$ cat src/rtl/ppfs_pkg.sv
// shared constants and types for the port pin function selector
package ppfs_pkg;

  // port count, width and index of each port in the pin arrays
  localparam int PPFS_NPORT = 13;
  localparam int PPFS_PW = 8;
  localparam int PPFS_P1 = 0;
  localparam int PPFS_P2 = 1;
  localparam int PPFS_P3 = 2;
  localparam int PPFS_P4 = 3;
  localparam int PPFS_P5 = 4;
  localparam int PPFS_P6 = 5;
  localparam int PPFS_PA = 6;
  localparam int PPFS_PB = 7;
  localparam int PPFS_PC = 8;
  localparam int PPFS_PD = 9;
  localparam int PPFS_PE = 10;
  localparam int PPFS_PF = 11;
  localparam int PPFS_PG = 12;

  typedef logic [PPFS_NPORT-1:0][PPFS_PW-1:0] ppfs_port_arr_t;

  // implemented pins per port; index 12 (port G) first
  localparam ppfs_port_arr_t PPFS_PORT_MASK = {8'h1F, 8'hFF, 8'hFF, 8'hFF, 8'hFF, 8'hFF,
    8'hFF, 8'hFF, 8'h0F, 8'hFF, 8'h3F, 8'hFF, 8'hFF};
  // pins that own a direction bit; the input-only port has none
  localparam ppfs_port_arr_t PPFS_DIR_MASK = {8'h1F, 8'hFF, 8'hFF, 8'hFF, 8'hFF, 8'hFF,
    8'hFF, 8'hFF, 8'h0F, 8'h00, 8'h3F, 8'hFF, 8'hFF};

  // operating mode codes, low two bits of the mode pins
  localparam logic [1:0] PPFS_MODE4 = 2'h0;
  localparam logic [1:0] PPFS_MODE5 = 2'h1;
  localparam logic [1:0] PPFS_MODE6 = 2'h2;
  localparam logic [1:0] PPFS_MODE7 = 2'h3;

  // bit positions of the shared pins
  localparam int PPFS_A_UPPER_LO = 4;
  localparam int PPFS_F_CLK = 7;
  localparam int PPFS_F_AS = 6;
  localparam int PPFS_F_MULTI = 2;
  localparam int PPFS_F_BACK = 1;
  localparam int PPFS_F_EXTERNAL_BUS_REQUEST = 0;
  localparam int PPFS_P5_MULTI = 3;
  localparam int PPFS_G_CS0 = 4;
  localparam int PPFS_G_CS1 = 3;
  localparam int PPFS_G_CS2 = 2;
  localparam int PPFS_G_CS3 = 1;
  localparam int PPFS_G_CAS = 0;

  // dram type codes that put the low column strobe out
  localparam logic [2:0] PPFS_DRAM_LO = 3'h1;
  localparam logic [2:0] PPFS_DRAM_HI = 3'h3;

  // cycles after reset release before the mode straps are taken
  localparam logic [1:0] PPFS_SETTLE = 2'h3;

  // write command targets, one-hot
  typedef enum logic [3:0] {
    PPFS_WR_LATCH = 4'h1,
    PPFS_WR_DIR = 4'h2,
    PPFS_WR_PULLUP = 4'h4,
    PPFS_WR_ODRAIN = 4'h8
  } ppfs_wr_kind_t;

  typedef struct packed {
    logic wr_en;
    ppfs_wr_kind_t kind;
    logic [3:0] port;
    logic [7:0] data;
  } ppfs_wr_t;

  typedef struct packed {
    logic [2:0] addr_line_enable_top;
    logic addr_line_enable_low;
    logic addr_strobe_disable;
    logic wait_input_enable;
    logic bus_drop_out_enable;
    logic wait_pin_select;
    logic bus_drop_pin_select;
    logic [2:0] refresh_dram_type_field;
    logic access_16bit;
    logic bus_release_enable;
    logic chip_select_1_6_7_enable;
    logic chip_select_2_5_enable;
    logic dram_space_set;
  } ppfs_ctrl_t;

  // peripheral signals that may take over pins
  typedef struct packed {
    logic [23:0] addr;
    logic sys_clk_out;
    logic address_strobe_n;
    logic low_column_strobe_n;
    logic column_strobe_n;
    logic bus_drop_request_out_n;
    logic bus_ack_n;
    logic [3:0] chip_select_n;
  } ppfs_bus_t;

  // pin levels handed to peripherals
  typedef struct packed {
    logic external_bus_request_n;
    logic wait_n;
    logic [3:0] irq_a_n;
  } ppfs_fn_in_t;

  localparam ppfs_fn_in_t PPFS_FN_IDLE = '{1'h1, 1'h1, 4'hF};

endpackage

$ cat src/rtl/ppfs_port_pin_function_select.sv
// pin function selection and port registers for the general-purpose ports
// Behaviour
// RULE_01: twelve bidirectional ports with direction bits, one input-only port without.
// RULE_02: each port has an output latch and a readable pin-state view.
// RULE_03: ports A to E have per-pin pull-up control bits.
// RULE_04: ports 3 and A have per-pin open-drain bits disabling high-side drive.
// RULE_05: upper port A drives address when direction and enable set, else latch.
// RULE_06: lower port A: address in modes 4,5; in 6 when direction set.
// RULE_07: port F clock pin: direction picks clock output; reset default per mode.
// RULE_08: address strobe pin is strobe output unless disabled; plain I/O in mode 7.
// RULE_09: port F multi pin plain I/O by default; wait input when wait enabled.
// RULE_10: port F multi pin outputs low column strobe for dram types 1-3, 16-bit.
// RULE_11: bus release enable turns port F pins into request input, acknowledge output.
// RULE_12: port 5 pin outputs bus drop request when selected and enabled, wait off.
// RULE_13: port G chip select 0 follows direction; reset direction 1 in 4,5, else 0.
// RULE_14: chip select 1 pin outputs select when enabled, else general output.
// RULE_15: chip select 2,3 pins output selects when enabled and direction set.
// RULE_16: rom-less variants never take the mode 6 or 7 choices.
// RULE_17: direction bit 1 makes a pin output, 0 makes it input.
// RULE_18: pin-state read gives latch for outputs and pin level for inputs.
// RULE_19: selection is combinational; peripheral functions beat general output. Here the selected values pass through flops and reach the pins a cycle later.
// RULE_20: control bits reset so each pin takes its after-reset function.
module ppfs_port_pin_function_select
  import ppfs_pkg::*;
#(
  parameter int PORT_W = PPFS_PW,
  parameter bit ROMLESS = 1'h0
) (
  input wire logic clk,
  input wire logic rst_n,
  input wire logic ce,
  input wire logic [2:0] mode_pins,
  input wire ppfs_wr_t wr,
  input wire ppfs_ctrl_t ctrl,
  input wire ppfs_bus_t bus,
  input wire ppfs_port_arr_t pin_in,
  output ppfs_port_arr_t pin_out,
  output ppfs_port_arr_t pin_oe,
  output ppfs_port_arr_t pin_pullup_en,
  output ppfs_port_arr_t pin_state,
  output ppfs_fn_in_t fn_in,
  output logic [1:0] mode_active
);

  // refuse a port width the pin map cannot serve
  if (PORT_W != PPFS_PW) begin : g_width_check
    $error("ppfs: port width must be 8");
  end

  typedef struct packed {
    logic [2:0] md_s1;
    logic [2:0] md_s2;
    logic [2:0] md_s3;
    logic [1:0] settle;
    logic init_done;
    logic [1:0] mode;
    ppfs_port_arr_t s1;
    ppfs_port_arr_t s2;
    ppfs_port_arr_t s3;
    ppfs_port_arr_t filt;
    ppfs_port_arr_t latch;
    ppfs_port_arr_t dir;
    logic [4:0][7:0] pullup_control;
    logic [1:0][7:0] open_drain_control;
    ppfs_port_arr_t out;
    ppfs_port_arr_t oe;
    ppfs_port_arr_t pu;
    ppfs_port_arr_t state;
    ppfs_fn_in_t fn;
  } ppfs_state_t;

  ppfs_state_t q;
  ppfs_state_t d;
  logic [1:0] rst_sync_q;
  logic rst_int_n;

  logic [1:0] mode_c;
  logic m45;
  logic m6;
  logic ext;
  logic [7:0] en_a;
  logic low_column_strobe_on;
  logic drop_sel;
  logic drop_f2;
  logic drop_p5;
  logic wait_sel;
  logic wait_f2;
  logic wait_p5;
  ppfs_port_arr_t out_c;
  ppfs_port_arr_t oe_c;
  ppfs_fn_in_t fn_c;

  // reset release through two flops, assertion stays asynchronous
  always_ff @(posedge clk or negedge rst_n) begin
    if (!rst_n) begin
      rst_sync_q <= 2'h0;
    end else begin
      rst_sync_q <= {rst_sync_q[0], 1'h1};
    end
  end
  assign rst_int_n = rst_sync_q[1];

  always_comb begin
    d = q;
    mode_c = q.mode;
    m45 = 1'h0;
    m6 = 1'h0;
    ext = 1'h0;
    en_a = 8'h00;
    low_column_strobe_on = 1'h0;
    drop_sel = 1'h0;
    drop_f2 = 1'h0;
    drop_p5 = 1'h0;
    wait_sel = 1'h0;
    wait_f2 = 1'h0;
    wait_p5 = 1'h0;
    out_c = q.latch;
    oe_c = q.dir; // RULE_17
    fn_c = PPFS_FN_IDLE;

    // three-stage pin sync; a bit changes only when stages two and three agree
    d.md_s1 = mode_pins;
    d.md_s2 = q.md_s1;
    d.md_s3 = q.md_s2;
    d.s1 = pin_in;
    d.s2 = q.s1;
    d.s3 = q.s2;
    d.filt = (q.s2 & ~(q.s2 ^ q.s3)) | (q.filt & (q.s2 ^ q.s3));

    // mode straps taken once after release, then the mode-dependent reset directions
    if (!q.init_done) begin
      if (q.settle != PPFS_SETTLE) begin
        d.settle = q.settle + 2'h1;
      end else if (q.md_s2 == q.md_s3) begin
        mode_c = {ROMLESS ? 1'h0 : q.md_s3[1], q.md_s3[0]}; // RULE_16
        d.mode = mode_c;
        d.init_done = 1'h1;
        d.dir[PPFS_PF][PPFS_F_CLK] = (mode_c != PPFS_MODE7); // RULE_07 RULE_20
        d.dir[PPFS_PG][PPFS_G_CS0] = (mode_c == PPFS_MODE4) || (mode_c == PPFS_MODE5); // RULE_13
      end
    end

    // software writes; ignored until the mode is known so reset directions hold
    if (wr.wr_en && q.init_done && (wr.port < 4'hD)) begin
      case (wr.kind)
        PPFS_WR_LATCH: begin
          d.latch[wr.port] = wr.data & PPFS_PORT_MASK[wr.port]; // RULE_02
        end
        PPFS_WR_DIR: begin
          d.dir[wr.port] = wr.data & PPFS_DIR_MASK[wr.port]; // RULE_01
        end
        PPFS_WR_PULLUP: begin
          if ((wr.port >= 4'(PPFS_PA)) && (wr.port <= 4'(PPFS_PE))) begin
            d.pullup_control[3'(wr.port - 4'(PPFS_PA))] = wr.data; // RULE_03
          end
        end
        PPFS_WR_ODRAIN: begin
          if (wr.port == 4'(PPFS_P3)) begin
            d.open_drain_control[0] = wr.data & PPFS_PORT_MASK[PPFS_P3]; // RULE_04
          end else if (wr.port == 4'(PPFS_PA)) begin
            d.open_drain_control[1] = wr.data; // RULE_04
          end
        end
        default: begin
        end
      endcase
    end

    // mode decode; before the straps are taken every pin stays plain input
    m45 = (q.mode == PPFS_MODE4) || (q.mode == PPFS_MODE5);
    m6 = (q.mode == PPFS_MODE6);
    ext = q.init_done && (q.mode != PPFS_MODE7);
    en_a = {ctrl.addr_line_enable_top, ctrl.addr_line_enable_low, 4'h0};

    // port A: upper half address or latch, lower half address by mode
    for (int i = 0; i < PPFS_PW; i++) begin
      if (i >= PPFS_A_UPPER_LO) begin
        if (ext && q.dir[PPFS_PA][i]) begin
          out_c[PPFS_PA][i] = en_a[i] ? bus.addr[16 + i] : q.latch[PPFS_PA][i]; // RULE_05
        end
        fn_c.irq_a_n[i - PPFS_A_UPPER_LO] = q.dir[PPFS_PA][i] | q.filt[PPFS_PA][i]; // RULE_05
      end else if (ext && m45) begin
        out_c[PPFS_PA][i] = bus.addr[16 + i]; // RULE_06
        oe_c[PPFS_PA][i] = 1'h1; // RULE_06
      end else if (ext && m6) begin
        out_c[PPFS_PA][i] = bus.addr[16 + i]; // RULE_06
      end
    end

    // ports B and C carry the low address in expanded modes
    if (ext) begin
      out_c[PPFS_PB] = bus.addr[15:8]; // RULE_19
      oe_c[PPFS_PB] = 8'hFF;
      out_c[PPFS_PC] = bus.addr[7:0];
      oe_c[PPFS_PC] = 8'hFF;
    end

    // port F clock pin: direction alone chooses input or clock output
    out_c[PPFS_PF][PPFS_F_CLK] = bus.sys_clk_out; // RULE_07

    // address strobe pin
    if (ext && !ctrl.addr_strobe_disable) begin
      out_c[PPFS_PF][PPFS_F_AS] = bus.address_strobe_n; // RULE_08
      oe_c[PPFS_PF][PPFS_F_AS] = 1'h1;
    end

    // multi-function pins: strobe first, then drop request, then wait input
    low_column_strobe_on = ext && ctrl.access_16bit && (ctrl.refresh_dram_type_field >= PPFS_DRAM_LO)
      && (ctrl.refresh_dram_type_field <= PPFS_DRAM_HI); // RULE_10
    drop_sel = ext && !ctrl.wait_input_enable && ctrl.bus_drop_out_enable; // RULE_12
    drop_f2 = drop_sel && !ctrl.bus_drop_pin_select;
    drop_p5 = drop_sel && ctrl.bus_drop_pin_select; // RULE_12
    wait_sel = ext && ctrl.wait_input_enable && !ctrl.bus_drop_out_enable; // RULE_09
    wait_f2 = wait_sel && !ctrl.wait_pin_select && !q.dir[PPFS_PF][PPFS_F_MULTI];
    wait_p5 = wait_sel && ctrl.wait_pin_select && !q.dir[PPFS_P5][PPFS_P5_MULTI];

    if (low_column_strobe_on) begin
      out_c[PPFS_PF][PPFS_F_MULTI] = bus.low_column_strobe_n; // RULE_10 RULE_19
      oe_c[PPFS_PF][PPFS_F_MULTI] = 1'h1;
    end else if (drop_f2) begin
      out_c[PPFS_PF][PPFS_F_MULTI] = bus.bus_drop_request_out_n; // RULE_19
      oe_c[PPFS_PF][PPFS_F_MULTI] = 1'h1;
    end
    if (drop_p5) begin
      out_c[PPFS_P5][PPFS_P5_MULTI] = bus.bus_drop_request_out_n; // RULE_12
      oe_c[PPFS_P5][PPFS_P5_MULTI] = 1'h1;
    end
    // wait level is only passed on while the chosen pin is an input
    if (wait_f2 && !low_column_strobe_on) begin
      fn_c.wait_n = q.filt[PPFS_PF][PPFS_F_MULTI]; // RULE_09
    end else if (wait_p5) begin
      fn_c.wait_n = q.filt[PPFS_P5][PPFS_P5_MULTI]; // RULE_09
    end

    // bus release pins
    if (ext && ctrl.bus_release_enable) begin
      oe_c[PPFS_PF][PPFS_F_EXTERNAL_BUS_REQUEST] = 1'h0; // RULE_11
      fn_c.external_bus_request_n = q.filt[PPFS_PF][PPFS_F_EXTERNAL_BUS_REQUEST];
      out_c[PPFS_PF][PPFS_F_BACK] = bus.bus_ack_n; // RULE_11
      oe_c[PPFS_PF][PPFS_F_BACK] = 1'h1;
    end

    // port G chip selects
    if (ext && (m45 || m6)) begin
      out_c[PPFS_PG][PPFS_G_CS0] = bus.chip_select_n[0]; // RULE_13
    end
    if (ext && ctrl.chip_select_1_6_7_enable) begin
      out_c[PPFS_PG][PPFS_G_CS1] = bus.chip_select_n[1]; // RULE_14
      oe_c[PPFS_PG][PPFS_G_CS1] = 1'h1;
    end
    if (ext && ctrl.chip_select_2_5_enable) begin
      out_c[PPFS_PG][PPFS_G_CS2] = bus.chip_select_n[2]; // RULE_15
      out_c[PPFS_PG][PPFS_G_CS3] = bus.chip_select_n[3]; // RULE_15
    end
    if (ext && ctrl.dram_space_set) begin
      out_c[PPFS_PG][PPFS_G_CAS] = bus.column_strobe_n;
      oe_c[PPFS_PG][PPFS_G_CAS] = 1'h1;
    end

    // trim missing pins; open drain drops drive while a high is wanted
    out_c = out_c & PPFS_PORT_MASK;
    oe_c = oe_c & PPFS_DIR_MASK; // RULE_01
    oe_c[PPFS_P3] = oe_c[PPFS_P3] & ~(q.open_drain_control[0] & out_c[PPFS_P3]); // RULE_04
    oe_c[PPFS_PA] = oe_c[PPFS_PA] & ~(q.open_drain_control[1] & out_c[PPFS_PA]); // RULE_04

    // pull-ups act only on pins not driven, and only on ports A to E
    d.pu = '0;
    for (int p = PPFS_PA; p <= PPFS_PE; p++) begin
      d.pu[p] = q.pullup_control[p - PPFS_PA] & ~oe_c[p]; // RULE_03
    end

    // pin-state view: latch for outputs, filtered level for inputs
    for (int p = 0; p < PPFS_NPORT; p++) begin
      d.state[p] = ((q.dir[p] & q.latch[p]) | (~q.dir[p] & q.filt[p]))
        & PPFS_PORT_MASK[p]; // RULE_18
    end

    d.out = out_c;
    d.oe = oe_c;
    d.fn = fn_c;
  end

  // all control bits reset to zero so pins come up as plain inputs
  always_ff @(posedge clk or negedge rst_int_n) begin
    if (!rst_int_n) begin
      q <= '0; // RULE_20
      q.fn <= PPFS_FN_IDLE;
    end else if (ce) begin
      q <= d;
    end
  end

  // every output straight from the state flops
  assign pin_out = q.out;
  assign pin_oe = q.oe;
  assign pin_pullup_en = q.pu;
  assign pin_state = q.state;
  assign fn_in = q.fn;
  assign mode_active = q.mode;

endmodule // ppfs_port_pin_function_select

$ cat config.mk
export PLATFORM = sky130hd
export DESIGN_NAME = ppfs_port_pin_function_select
export DESIGN_NICKNAME = d
export VERILOG_FILES = /design/src/rtl/ppfs_pkg.sv /design/src/rtl/ppfs_port_pin_function_select.sv
export SDC_FILE = /design/constraint.sdc
export NUM_CORES = 1
export LEC_CHECK = 0
export ABC_AREA = 1
export ABC_CLOCK_PERIOD_IN_PS = 35500
export BUFFER_PORTS_ARGS = -buffer_cell sky130_fd_sc_hd__clkbuf_2
export CAP_MARGIN = 10
export CORE_ASPECT_RATIO = 0.9
export CORE_MARGIN = 4
export CORE_UTILIZATION = 30
export DETAILED_ROUTE_END_ITERATION = 10
export GPL_TIMING_DRIVEN = 0
export SETUP_SLACK_MARGIN = 0.5
export SLEW_MARGIN = 10
export SYNTH_ARGS = -nofsm -noshare
export SYNTH_HDL_FRONTEND = slang
export SYNTH_SLANG_ARGS = --single-unit
$ cat constraint.sdc
create_clock -name clk -period 35.5 [get_ports clk]
set_input_delay 3.55 -clock clk [delete_from_list [all_inputs] [get_ports clk]]
set_output_delay 3.55 -clock clk [all_outputs]
set_load 0.1 [all_outputs]
; ---- Word-level counts from Yosys, hierarchy flattened
; Memory sizes are Yosys's and may differ from the RTL's.
; Cells that the tools add are included.
; Widths: inputs -> output; s select.
[word_totals]
wordCells = 365
mem_bits_ro = 256
reg_bits = 1019
n_memories = 2
[op_classes]
n_bitwise = 80
muxes = 67
eq_ne = 13
n_reduce_logical = 52
addsub = 2
magnitude_cmp = 9
[mem_list]
columns = memory, depth, word_bits, rd, rd_ports_with_merged_regs, wr, line_no
row1 = (no name shown), 16, 8, 1, 0, 0, ppfs_port_pin_function_select.sv:150  ; d.dir[wr.port] = wr.data & PPFS_DIR_MASK[wr.port];
row2 = (no name shown), 16, 8, 1, 0, 0, ppfs_port_pin_function_select.sv:147  ; d.latch[wr.port] = wr.data & PPFS_PORT_MASK[wr.port];
[op_table]
columns = operator, n
row1 = $and 8x8->8, 29
row2 = $and 104x104->104, 2
row3 = $bwmux 104, 2
row4 = $mux 157, 1
row5 = $not 8->8, 14
row6 = $not 104->104, 1
row7 = $or 104x104->104, 1
row8 = $xor 104x104->104, 1
row9 = $mux 101, 1
row10 = $mux 40, 2
row11 = $or 8x8->8, 10
row12 = $mux 16, 3
row13 = $mux 8, 6
row14 = $mux 1, 43
row15 = $bwmux 40, 1
row16 = $demux 8 s4, 1
row17 = $logic_and 1x1->1, 32
row18 = $demux 8 s3, 1
row19 = $and 6x6->6, 3
row20 = $reduce_and 4->1, 3
row21 = $and 5x5->5, 2
row22 = $mux 3, 3
row23 = $reduce_and 3->1, 3
row24 = $and 4x4->4, 2
row25 = 34 further kinds, 56

; ---- Logic depth before layout (Yosys ltp)
[depth]
depth_word = 10
mapped_depth = 11
depth_no_buf = 10

; ---- Worst setup path after synthesis
; Ideal clock, no wire load.
[synth_path]
kind = in2reg
from = input wr[10] (netlist bit)
to = register q, in the netlist d[336]
arrival_time_ns = 4.691
required_time_ns = 35.368
setup_ns = 0.132
cell_stages = 11
slack_ns = 30.677
path_cell_list = buf_4 > nand2_2 > o21ai_2 > nor2_4 > nand2_1 > inv_2 > buf_6 > nand2_2 > buf_4 > nand2_1 > o21ai_1
[synth_via]
elab_chain_cells = 5
word_cells_on_any_way = 12
[synth_lines]
columns = item, line_no
row1 = from (decl), ppfs_port_pin_function_select.sv:33  ; input wire ppfs_wr_t wr,
row2 = $lt 4x5->1 (implied by the code) / $ge 4x1->1 (equally long branches), ppfs_port_pin_function_select.sv:147
row3 = $logic_and 1x1->1 (implied by the code), ppfs_port_pin_function_select.sv:147
row4 = $mux 8 (implied by the code), ppfs_port_pin_function_select.sv:147
row5 = $demux 8 s4, ppfs_port_pin_function_select.sv:147
row6 = $bwmux 104, ppfs_port_pin_function_select.sv:147
row7 = to (decl), ppfs_port_pin_function_select.sv:72  ; ppfs_state_t q;
; Several ways; a longest one is shown, not always the timed one. The select of a mux whose other input is x is not followed.
; A chain may end at the register's enable or synchronous reset.

==> flow_metrics.env <==
export IMPL_grt_first_pass_wirelength_um=227700
export IMPL_fmax_ghz=0.1658
export IMPL_synth_top_area_frac=0.5788
export IMPL_timing_final_crit_share=0.1699
export IMPL_cts_sinks=963
export IMPL_synth_ff_latch_count=963
export IMPL_cts_htree_levels=3
export IMPL_termination_of_the_worst_setup_path="pin_state[79]"
export IMPL_power_leakage_uw=0.02664
export IMPL_post_cts_repair_setup_buffers=0
export IMPL_placedCellCount=7112
export IMPL_worstSetupPathDepth=8
export IMPL_die_x_um=399.5
export IMPL_wl_per_cell_um=21.81
export IMPL_critical_path_sink_type="register"
export IMPL_path_category_of_the_worst_min_delay_check="register to asynchronous set/reset pin"
export IMPL_insertion_delay_ns=0.68
export IMPL_largest_net_degree_at_the_start_of_global_routing=66
export IMPL_finish_cell_count_without_fillers=7295
export IMPL_initial_utilization=0.3016
export IMPL_timing_critical_path_from="ce"
export IMPL_cts_buffers=98
export IMPL_worst_slew_margin_rel=0.1303
export IMPL_num_nets_final=5557
export IMPL_yosys_cell_count_top_type="nand2_1"
export IMPL_grt_util_all_layers=0.2168
export IMPL_postCtsHoldBufs=0
export IMPL_run_status="completed"
export IMPL_kind_of_cell_adding_the_most_delay_to_the_critical_path="buffers and inverters"
export IMPL_finalSetupViolations=0
export IMPL_synth_async_reset_ratio=1.000
export IMPL_clkTransAtPathRegs_ns=0.06
export IMPL_maxSlewViolCount=0
export IMPL_synth_lib_cells_used_distinct=41
export IMPL_io_pins=602
export IMPL_ir_worst_vdd_mv=0.03755
export IMPL_die_area_um2=143900
export IMPL_hold_violation_total_from_the_final_report=0
export IMPL_number_of_nets_with_antenna_violations_after_detailed_routing=0
export IMPL_timing_reg2reg_worst_path_depth=7
export IMPL_detail_route_wirelength_um=159100
export IMPL_worstSetupPathType="input port to register"
export IMPL_clockBufferDepth=3
export IMPL_vias_per_cell=4.631
export IMPL_worst_r2r_endpoint="pin_out[89]"
export IMPL_synth_commonest_cells="nand2_1, dfrtp_1, o21ai_0"
export IMPL_port_buffers=485
export IMPL_coreArea_um2=137200
export IMPL_timing_hold_ws_ns=0.2928
export IMPL_synth_top_cells_by_area="dfrtp_1, nand2_1, buf_4, o21ai_0, nor2_1"
export IMPL_synth_sequential_area_ratio=0.5826
export IMPL_grt_antenna_before_repair=13
export IMPL_cts_root_buffer="clkbuf_16"
export IMPL_routability_cong=0.9232
export IMPL_syn_inst=4676
export IMPL_crit_path_cell_chain="clkbuf_2, inv_1, buf_2, buf_2, clkbuf_1, buf_2, nand2_1, nand2_1"
export IMPL_synthDominantAreaCellType="dfrtp_1"
export IMPL_reg2reg_slack_ns=32.54
export IMPL_drc=0
export IMPL_cp_data_required_time_ns=36.12
export IMPL_grt_setup_unrepaired="false"
export IMPL_chipHeight_um=360.3
export IMPL_synthesis_area_um2=41380
export IMPL_worstReg2RegStart="mode_active[1]"
export IMPL_dominantRegCellSynth="dfrtp_1"
export IMPL_crit_path_top_delay_cell="clkbuf_1"
export IMPL_gr_total_overflow=0
export IMPL_cpPeakStageDelay_ns=0.95
export IMPL_timing_critical_path_buf_inv=6
export IMPL_layout_area_overhead_vs_synth_pct=21.47
export IMPL_power_per_cell_area_nw_per_um2=56.24
export IMPL_detail_route_iter0_violations=3170
export IMPL_worstPathMaxFanout=10
export IMPL_total_number_of_vias=33780
export IMPL_avgSynthCellArea_um2=8.849
export IMPL_max_slew_worst_pin_slew_ns=1.305
export IMPL_worst_ep_arrival_ns=6.65
export IMPL_tritoncts="done"
export IMPL_std_cell_rows=129
export IMPL_drt_first_pass_iters=5
export IMPL_cts_resized=0
export IMPL_post_dp_hpwl_um=124800
export IMPL_report_power_total_uw=2827
export IMPL_first_global_vias=32880
export IMPL_path_common_cell="buf_2"
export IMPL_crit_path_start_kind="input port"
export IMPL_timing_max_cap_violations=0
export IMPL_fin_skew_ns=0.03335
export IMPL_number_of_enable_flip_flop_cells_after_synthesis=0
export IMPL_yosys_warnings=0
export IMPL_min_period_ns=6.032
export IMPL_post_route_cells_drive_above_1_share=0.2238
where the power goes:
group	internal, uW	switching [uW]	total, uW
Clock	603	454	1060
Combinational	113	412	525
Sequential	1180	62.8	1240
logic make-up after synthesis:
logic type	Yosys count	share of synthesized area
AOI/OAI and AO/OA	744	0.09646
xor gates and xnor gates	1	0.0002117
adders and majority gates	1	0.0003023
buffers and inverters	929	0.1268
DFF	963	0.5826
muxes	8	0.001966
other	2	0.0001815
and+or+nand+nor	2028	0.1916
sequential cells by signal, indices dropped and copies added, names as in the netlist, named ones only:
signal and flops:
d 307, fn_in 6, mode_active 2, pin_oe 87, pin_out 95, pin_pullup_en 40, pin_state 95, q 234
rst_sync_q 2
worst reg2reg max path, stage by stage (launching register included):
cell	delay (ns)
dfrtp_1	0.50
nand2_1	0.11
nand2_1	0.40
inv_2	0.25
buf_2	0.45
clkbuf_1	0.80
nand3_1	0.19
a21oi_1	0.19
through the flow:
| step | instance area (um2) | setup TNS [ns] | setup slack [ns] | utilization |
|---|---|---|---|---|
| floorplan | 41750 | 0 | 6.680 | - |
| global placement | 46470 | -4635.11 | -5.023 | 0.3387 |
| detailed placement | 46980 | 0 | 28.93 | 0.3424 |
| CTS | 50250 | 0 | 29.64 | 0.3663 |
| global route | 50250 | 0 | 29.50 | 0.3663 |
| finish | 50260 | 0 | 29.47 | 0.3664 |
worst min-delay path by stage:
stage / start / endpoint / slack [ns]
3_5_place_dp: rst_sync_q[1] / d[920] / 0.30
6_report: rst_sync_q[1] / d[940] / 0.29
3_3_place_gp: rst_sync_q[0] / rst_sync_q[1] / 0.34
5_1_grt: rst_sync_q[1] / d[926] / 0.34
4_1_cts: rst_sync_q[1] / d[926] / 0.31
2_1_floorplan: rst_sync_q[0] / rst_sync_q[1] / 0.33
layout make-up:
class / instances / area, um2
Buffer: 619 / 4088
Timing Repair Buffer: 504 / 2922
Antenna cell: 5 / 12.51
Clock inverter: 33 / 384.1
Fill cell: 14180 / 86930
Multi-Input combinational cell: 2882 / 12400
Inverter: 310 / 1164
Sequential cell: 963 / 24110
Tap cell: 1834 / 2295
Clock buffer: 145 / 2889
cells in the final DEF, fill, tap and decap left out, types with 3 or more instances in the layout:
master	instances
nand2_1	1476
dfrtp_1	956
clkbuf_2	490
o21ai_0	473
buf_4	426
nor2_1	391
inv_1	304
clkbuf_1	117
nand3_1	116
conb_1	100
clkbuf_16	98
o21ai_1	92
a21oi_1	74
buf_2	67
o211ai_1	42
clkbuf_8	26
o21a_1	19
clkinv_2	19
buf_16	17
a22o_1	16
or2_2	15
buf_1	15
a31oi_1	12
buf_6	11
nand2_4	8
mux2i_1	7
nor2_2	6
o22ai_1	6
dfstp_2	6
diode_2	5
inv_2	5
nand2_2	5
o31ai_1	5
bufinv_16	5
nand4_1	4
nor2_4	3
inv_16	3
per-layer routing:
metal  vias up  part of all wire  global-route usage
li1      15660                 -                   -
met1     16580              0.44              0.3066
met2      1313              0.44              0.3276
met3       229             0.081             0.04246
met4         6             0.041             0.08445
met5         -           0.00024                   0
(Power assumes the default switching activity.)
